`src/rtl/serial_dac_defs.vh`:
```
`ifndef SERIAL_DAC_DEFS_VH
`define SERIAL_DAC_DEFS_VH
// Frame geometry
`define WORD_BITS 16
`define CNT_W 5
`define MODE_HI 15
`define MODE_LO 14
`define CODE_HI 13
`define CODE_LO 6
`define CODE_W 8
`define MODE_W 2
// Reset values
`define CODE_RST 8'h00
`define MODE_RST 2'h0
`define CNT_RST 5'h00
`define WORD_RST 16'h0000
// Counter end points and increment
`define CNT_LAST 5'h0f
`define CNT_FULL 5'h10
`define CNT_INC 5'h01
`endif

```
`src/rtl/serial_dac_write_port.v`:
```
// Overview of operation
// - Low frame sync opens a frame and enables the shift register.
// - Each of the first sixteen serial clock falling edges in a frame shifts one data bit in.
// - Sixteenth falling edge loads code and power mode from the word.
// - Frame sync rising before sixteenth edge discards the frame entirely.
// - First two shifted bits select normal or one of three power-down modes.
// - Next eight bits are the binary code; trailing bits are ignored.
// - Reset clears the code register until a valid full frame.
`timescale 1ns/100ps
`default_nettype none
`include "serial_dac_defs.vh"
module serial_dac_write_port (
  input wire ref_clk_in,
  input wire rst_in,
  input wire sync_n_in,
  input wire sclk_in,
  input wire din_in,
  output reg [7:0] dac_code_out,
  output reg power_mode_bit1_out,
  output reg power_mode_bit0_out,
  output reg update_out
);
  // ------------------------------------------------------------
  // Pin synchronisers
  // ------------------------------------------------------------
  wire sync_n_s;
  wire sclk_s;
  wire din_s;
  sync_2ff #(.RST_VAL(1'b1)) u_sync_fs (
    .ref_clk_in(ref_clk_in),
    .rst_in(rst_in),
    .d_in(sync_n_in),
    .q_out(sync_n_s)
  );
  sync_2ff #(.RST_VAL(1'b0)) u_sync_ck (
    .ref_clk_in(ref_clk_in),
    .rst_in(rst_in),
    .d_in(sclk_in),
    .q_out(sclk_s)
  );
  sync_2ff #(.RST_VAL(1'b0)) u_sync_di (
    .ref_clk_in(ref_clk_in),
    .rst_in(rst_in),
    .d_in(din_in),
    .q_out(din_s)
  );
  // ------------------------------------------------------------
  // Edge detect
  // ------------------------------------------------------------
  // Data passes the same two stages as the clock, so it is sampled
  // aligned with the falling edge seen here. Link clock above about
  // 25 MHz cannot be resolved by a 100 MHz sampler.
  reg sclk_q;
  always @(posedge ref_clk_in or posedge rst_in)
  begin
    if (rst_in)
      sclk_q <= 1'b0;
    else
      sclk_q <= sclk_s;
  end
  wire sclk_fall = sclk_q & ~sclk_s;
  // ------------------------------------------------------------
  // Shift and count
  // ------------------------------------------------------------
  reg [`WORD_BITS-1:0] shift_q;
  reg [`CNT_W-1:0] cnt_q;
  wire [`WORD_BITS-1:0] word_d = {shift_q[`WORD_BITS-2:0], din_s};
  wire last_bit = (cnt_q == `CNT_LAST);
  always @(posedge ref_clk_in or posedge rst_in)
  begin
    if (rst_in)
    begin
      shift_q <= `WORD_RST;
      cnt_q <= `CNT_RST;
    end
    else if (sync_n_s)
    begin
      shift_q <= `WORD_RST;
      cnt_q <= `CNT_RST;
    end
    else if (sclk_fall && (cnt_q < `CNT_FULL))
    begin
      shift_q <= word_d;
      cnt_q <= cnt_q + `CNT_INC;
    end
  end
  // ------------------------------------------------------------
  // Output registers
  // ------------------------------------------------------------
  wire load = ~sync_n_s & sclk_fall & last_bit;
  always @(posedge ref_clk_in or posedge rst_in)
  begin
    if (rst_in)
    begin
      dac_code_out <= `CODE_RST;
      power_mode_bit1_out <= 1'b0;
      power_mode_bit0_out <= 1'b0;
      update_out <= 1'b0;
    end
    else
    begin
      update_out <= load;
      if (load)
      begin
        power_mode_bit1_out <= word_d[`MODE_HI];
        power_mode_bit0_out <= word_d[`MODE_LO];
        dac_code_out <= word_d[`CODE_HI:`CODE_LO];
      end
    end
  end
endmodule // serial_dac_write_port
`default_nettype wire

```
`src/rtl/sync_2ff.v`:
```
`timescale 1ns/100ps
`default_nettype none
module sync_2ff #(
  parameter RST_VAL = 1'b0
) (
  input wire ref_clk_in,
  input wire rst_in,
  input wire d_in,
  output reg q_out
);
  reg meta_q;
  always @(posedge ref_clk_in or posedge rst_in)
  begin
    if (rst_in)
    begin
      meta_q <= RST_VAL;
      q_out <= RST_VAL;
    end
    else
    begin
      meta_q <= d_in;
      q_out <= meta_q;
    end
  end
endmodule // sync_2ff
`default_nettype wire

```
`config.mk`:
```
export PLATFORM = sky130hd
export DESIGN_NAME = serial_dac_write_port
export DESIGN_NICKNAME = d
export VERILOG_FILES = /design/src/rtl/serial_dac_write_port.v /design/src/rtl/sync_2ff.v
export VERILOG_INCLUDE_DIRS = /design/src /design/src/rtl
export SDC_FILE = /design/constraint.sdc
export NUM_CORES = 1
export LEC_CHECK = 0
export BUFFER_PORTS_ARGS = -buffer_cell sky130_fd_sc_hd__buf_2
export CORE_ASPECT_RATIO = 1.2
export CORE_MARGIN = 2
export CORE_UTILIZATION = 45
export CTS_BUF_LIST = sky130_fd_sc_hd__clkbuf_8 sky130_fd_sc_hd__clkbuf_16
export DETAILED_ROUTE_END_ITERATION = 6
export GPL_TIMING_DRIVEN = 0
export SKIP_CTS_REPAIR_TIMING = 1
export SLEW_MARGIN = 5
export SYNTH_ARGS = -nofsm -noshare
export SYNTH_HDL_FRONTEND = slang
export SYNTH_SLANG_ARGS = --single-unit
```
`constraint.sdc`:
```
create_clock -name ref_clk_in -period 4.2 [get_ports ref_clk_in]
set_clock_uncertainty 0.2 [all_clocks]
set_input_delay 0 -clock ref_clk_in [delete_from_list [all_inputs] [get_ports ref_clk_in]]
set_output_delay 0 -clock ref_clk_in [all_outputs]
set_load 0.005 [all_outputs]
```
==> results_dict.tcl, run 1 <==
set metrics [dict create \
    finalSetupViolCount 0 \
    ys_top_cells_by_count "dfrtp_1, nand2_1, a21oi_1" \
    drive_gt1_share_pct 26.8 \
    initial_core_util_pct 47.1 \
    cts_buffers 5 \
    clk_path_buf_depth 2 \
    synth_area_um2 1440 \
    min_path_type "reg -> reg" \
    dieHeight_um 65.9 \
    endpoint_kind "register" \
    place_hpwl_mm 1.51 \
    synthArstFlopShare_pct 100 \
    grt_use_total_pct 15.4 \
    power_mw 0.648 \
    drc 0 \
    rsz0062_at_grt "false" \
    syn_nets 129 \
    clk_latency_ps 280 \
    powerDensity_nw_per_um2 384 \
    path_class "reg -> reg" \
    routed_via_density 5.16 \
    final_cell_area_um2 1690 \
    hold_viol_final 0 \
    synth.avg_cell_area_um2 11.8 \
    grt_pass1_vias 956 \
    antenna_found_initial 0 \
    cp_slowest_cell "dfrtp_1" \
    layout_min_cycle_time_ps 2040 \
    fin_crit_sh_pct 48.6 \
    wl_per_cell_um 12.6 \
    die_area_um2 3670 \
    max_cap_viol_count 0 \
    chipWidth_um 55.6 \
    fillers 271 \
    htreeDepth 2 \
    tightestPinTransition_ps 771 \
    crit_family "simple AND/OR/NAND/NOR gates" \
    place_area_um2 1560 \
    yosysTopAreaCellShare_pct 62.6 \
    ant_nets 0 \
    cp_num_buf_inv 1 \
    cts_root_buf "clkbuf_8" \
    synth_cell_type_count 20 \
    peakVddDrop_mv 0.254 \
    overflow 0 \
    fp-row-count 22 \
    synth_area_leaders "dfrtp_1, nand2_1, mux2_2" \
    ys_seq_area_share_pct 66.3 \
    drt_first_iter_violations 35 \
    synth_top_area_cell "dfrtp_1" \
    cp_common_cell "ha_1" \
    synth-edff-count 0 \
    rrSetupSlack_ps 2160 \
    leakagePower_nw 0.813 \
    relSlewSlack_pct 48.5 \
    wl_mm 2.32 \
    portBuffers 15 \
    nNetsFinal 155 \
    setup_slack_ps 2160 \
    ys_ff_latch 38 \
    dr.pass1.iters 4 \
    ys_dominant_reg_cell "dfrtp_1" \
    cp_data_arrival_time_ps 2020 \
    synthCells 122 \
    cts.clk_slew.worst_paths_ps 70 \
    grt_pass1_wl_mm 4.22 \
    cts_tree "built" \
    cp-start-kind "register" \
    place_ws_ps 2140 \
    clock-sinks 38 \
    io_pins 16 \
    status "finished, final reports clean" \
    critPathRequiredTime_ps 4170 \
    syn_to_final_growth_pct 17.4 \
    grt_max_degree 39 \
    tns_ps 0 \
    slew_viol_final 0 \
    cp_max_fo 10 \
    antennaDiodeCount 0 \
    core_um2 3060 \
    clock.fmax_mhz 490 \
    vias 955 \
    synth.most_common_cell "dfrtp_1" \
    crit_chain "ha_1 > and3_1 > ha_1 > and4bb_2 > buf_2 > mux2_2" \
    ys_warn_count 0 \
    gp_congestion 0.682 \
    critPathMaxStageDelay_ps 390 \
]
## report_power, final
part           switching, mW  total, mW  internal [mW]
sequential           0.00324      0.375          0.372
combinational         0.0177     0.0264        0.00873
clock                  0.118      0.247          0.129
total                  0.139      0.648          0.509
## final timing paths
| kind | startpoint | endpoint | depth (start not counted) |
|---|---|---|---|
| worst min-delay path | u_sync_di.meta_q | u_sync_di.q_out | 0 |
| worst max register to register | cnt_q[0] | dac_code_out[5] | 6 |
| min in group asynchronous | rst_in | dac_code_out[0] | 3 |
| worst max-delay path | cnt_q[0] | dac_code_out[5] | 6 |
| max in group asynchronous | rst_in | sclk_q | 3 |
| worst min register to register | u_sync_di.meta_q | u_sync_di.q_out | 0 |
## registers in the layout, summed over array words and instances (netlist names)
signal,flops
update_out,1
u_sync_ck.meta_q,1
u_sync_di.q_out,1
u_sync_fs.q_out,1
dac_code_out,8
power_mode_bit1_out,1
shift_q,15
sclk_q,1
cnt_q,5
u_sync_di.meta_q,1
u_sync_fs.meta_q,1
power_mode_bit0_out,1
u_sync_ck.q_out,1
## routing by layer
layer,track usage (%),wire (um),up-vias
met4,11.3,66,0
li1,-,-,453
met2,25.6,1190,21
met5,0,0,-
met3,3.52,84,7
met1,17.3,978,474
## placed cells by master (no fill, tap or decap)
cell type,Yosys,layout
nand3_1,1,1
inv_2,0,1
o21ai_0,2,2
nand2_1,32,32
dlygate4sd3_1,0,4
nor3b_2,1,1
mux2_2,10,10
buf_6,1,1
xnor2_1,1,1
or3b_2,1,1
dfstp_2,2,2
or3b_1,1,1
buf_2,2,17
clkbuf_1,3,3
ha_1,2,2
or3_1,2,2
nor2_1,1,1
inv_1,3,4
and3_1,1,1
and4bb_2,1,1
a21oi_1,19,19
dfrtp_1,36,36
clkbuf_8,0,6
## final cells by class
class | count | area, um2 | area share, %
inverters | 3 | 11.3 | 0.667
well taps | 36 | 45.0 | 2.67
repair buffers | 19 | 115 | 6.81
flip-flops and latches | 38 | 953 | 56.4
multi-input cells | 75 | 442 | 26.1
clock inverters | 2 | 7.51 | 0.444
clock buffers | 6 | 82.6 | 4.89
plain buffers | 6 | 32.5 | 1.93
## cells by family (layout without fill, tap and decap cells)
family	count (synthesis)	in the layout	synth area share [%]
buf+inv	9	36	3.04
xor+xnor	1	1	0.609
compound gates	21	21	7.30
mux	10	10	7.83
simple gates	41	41	13.2
fa+ha+maj	2	2	1.74
flops	38	38	66.3
## per-stage QoR
step	util, %	std cells	hold slack (ps)
after floorplan	-	122	-196
after global placement	51.0	173	-94.6
after detailed placement	51.0	173	-93.7
after CTS	54.0	181	-398
after global routing	55.3	185	148
final	55.3	185	150
Note: power is estimated with default switching activity, not from simulation.
==> run 2: changes to the inputs <==
--- a/config.mk
+++ b/config.mk
@@ -13,6 +13,7 @@
 export CTS_BUF_LIST = sky130_fd_sc_hd__clkbuf_8 sky130_fd_sc_hd__clkbuf_16
 export DETAILED_ROUTE_END_ITERATION = 6
 export GPL_TIMING_DRIVEN = 0
+export PLACE_DENSITY = 0.66
 export SKIP_CTS_REPAIR_TIMING = 1
 export SLEW_MARGIN = 5
 export SYNTH_ARGS = -nofsm -noshare
==> constraint.sdc (replaced) <==
create_clock -name ref_clk_in -period 1.69 [get_ports ref_clk_in]
set_clock_uncertainty 0.2 [all_clocks]
set_input_delay 0 -clock ref_clk_in [delete_from_list [all_inputs] [get_ports ref_clk_in]]
set_output_delay 0 -clock ref_clk_in [all_outputs]
set_load 0.005 [all_outputs]
==> run 2 against run 1 <==
The flow now finishes with violations (setup timing). Count of clock-buffer cells in the layout unchanged. Die area did not move. Worst hold slack worse by 1.5 ps. Setup slack lost 2400 ps. Sequential share of layout area decreased by 4.1 points. Critical endpoint is now power_mode_bit1_out. Sequential power grew 150%. Power grew to 2.5 times the previous value. Register-to-register slack got worse by 2400 ps. Global-route usage is 1.1 points lower. Cell count is 2.7% higher. Largest power group unchanged. Via count increased by 4.6%.
==> results_dict.tcl, run 2 (same netlist as run 1, synthesis figures left out) <==
set metrics [dict create \
    hold_viol_final 0 \
    cp_data_arrival_time_ps 1890 \
    antennaDiodeCount 0 \
    min_path_type "in -> reg" \
    powerDensity_nw_per_um2 892 \
    final_cell_area_um2 1820 \
    routed_via_density 5.26 \
    grt_max_degree 39 \
    path_class "reg -> reg" \
    vias 999 \
    fp-row-count 22 \
    cts_root_buf "clkbuf_8" \
    dr.pass1.iters 5 \
    power_mw 1.63 \
    final_util_pct 59.7 \
    rsz0062_at_grt "true" \
    endpoint_kind "register" \
    htreeDepth 2 \
    cp_slowest_cell "dfrtp_1" \
    finalSetupViolCount 22 \
    chipWidth_um 55.6 \
    antenna_found_initial 0 \
    status "finished, violations left" \
    cts_buffers 5 \
    syn_to_final_growth_pct 26.7 \
    fin_crit_sh_pct 113 \
    clock.fmax_mhz 523 \
    cts.clk_slew.worst_paths_ps 70 \
    layout_min_cycle_time_ps 1910 \
    overflow 0 \
    violations "setup timing" \
    layout_commonest_cell "dfrtp_1" \
    max_cap_viol_count 0 \
    grt_use_total_pct 14.2 \
    peakVddDrop_mv 0.605 \
    cp-start-kind "register" \
    slew_viol_final 0 \
    core_um2 3060 \
    initial_core_util_pct 47.1 \
    setup_slack_ps -223 \
    critPathMaxStageDelay_ps 370 \
    portBuffers 15 \
    drive_gt1_share_pct 33.8 \
    tns_ps -2570 \
    nNetsFinal 160 \
    place_area_um2 1570 \
    cts_tree "built" \
    ant_nets 0 \
    leakagePower_nw 0.854 \
    critPathRequiredTime_ps 1660 \
    clk_latency_ps 290 \
    cp_num_buf_inv 1 \
    drt_first_iter_violations 20 \
    top_register "shift_q" \
    grt_pass1_wl_mm 4.00 \
    tightestPinTransition_ps 757 \
    place_hpwl_mm 1.55 \
    grt_pass1_vias 951 \
    wl_per_cell_um 13.5 \
    layout_common_cells "dfrtp_1, nand2_1, a21oi_1" \
    dieHeight_um 65.9 \
    largest_register_ffs 15 \
    crit_chain "ha_2 > and3_4 > ha_4 > and4bb_4 > clkbuf_16 > mux2_4" \
    io_pins 16 \
    top_regs "shift_q x15, dac_code_out x8, cnt_q x5" \
    crit_family "simple AND/OR/NAND/NOR gates" \
    clk_path_buf_depth 2 \
    dp_cells 173 \
    die_area_um2 3670 \
    clock-sinks 38 \
    drc 0 \
    relSlewSlack_pct 49.5 \
    final_cells 190 \
    cp_max_fo 5 \
    gp_congestion 0.701 \
    wl_mm 2.57 \
]
run 2: final timing paths:
path / slack [ps] / from / endpoint / cells past startpoint
setup / recovery: -220 / cnt_q[0] / power_mode_bit1_out / 6
max in group asynchronous: 610 / rst_in / shift_q[2] / 3
min in group asynchronous: 190 / rst_in / u_sync_ck.meta_q / 3
setup reg to reg: -220 / cnt_q[0] / power_mode_bit1_out / 6
hold reg to reg: 150 / u_sync_ck.meta_q / u_sync_ck.q_out / 0
hold / removal: 150 / sclk_in / u_sync_ck.meta_q / 2
run 2: metrics by stage:
step | hold slack, ps | setup slack, ps
floorplan | -196 | -116
global placement | -95.0 | -216
detailed placement | -90.7 | -274
CTS | -396 | -294
global route | 156 | -280
finish | 149 | -223
run 2: cell type report:
class | instances | area, um2
clock inverters | 2 | 8.76
inverters | 3 | 11.3
fillers | 248 | 1230
plain buffers | 6 | 43.8
flip-flops and latches | 38 | 953
well taps | 36 | 45.0
repair buffers | 24 | 170
multi-input cells | 75 | 508
clock buffers | 6 | 82.6
run 2: power breakdown:
group / total [mW] / switching (mW) / internal (mW)
logic: 0.0753 / 0.0467 / 0.0285
clock network: 0.619 / 0.296 / 0.323
registers: 0.932 / 0.00742 / 0.924
run 2: routing by layer:
metal	wire [um]	GRT usage, %	up-vias
met4	53	8.84	0
met5	0	0	-
li1	-	-	466
met3	89	4.31	6
met1	1070	14.8	502
met2	1360	25.1	25
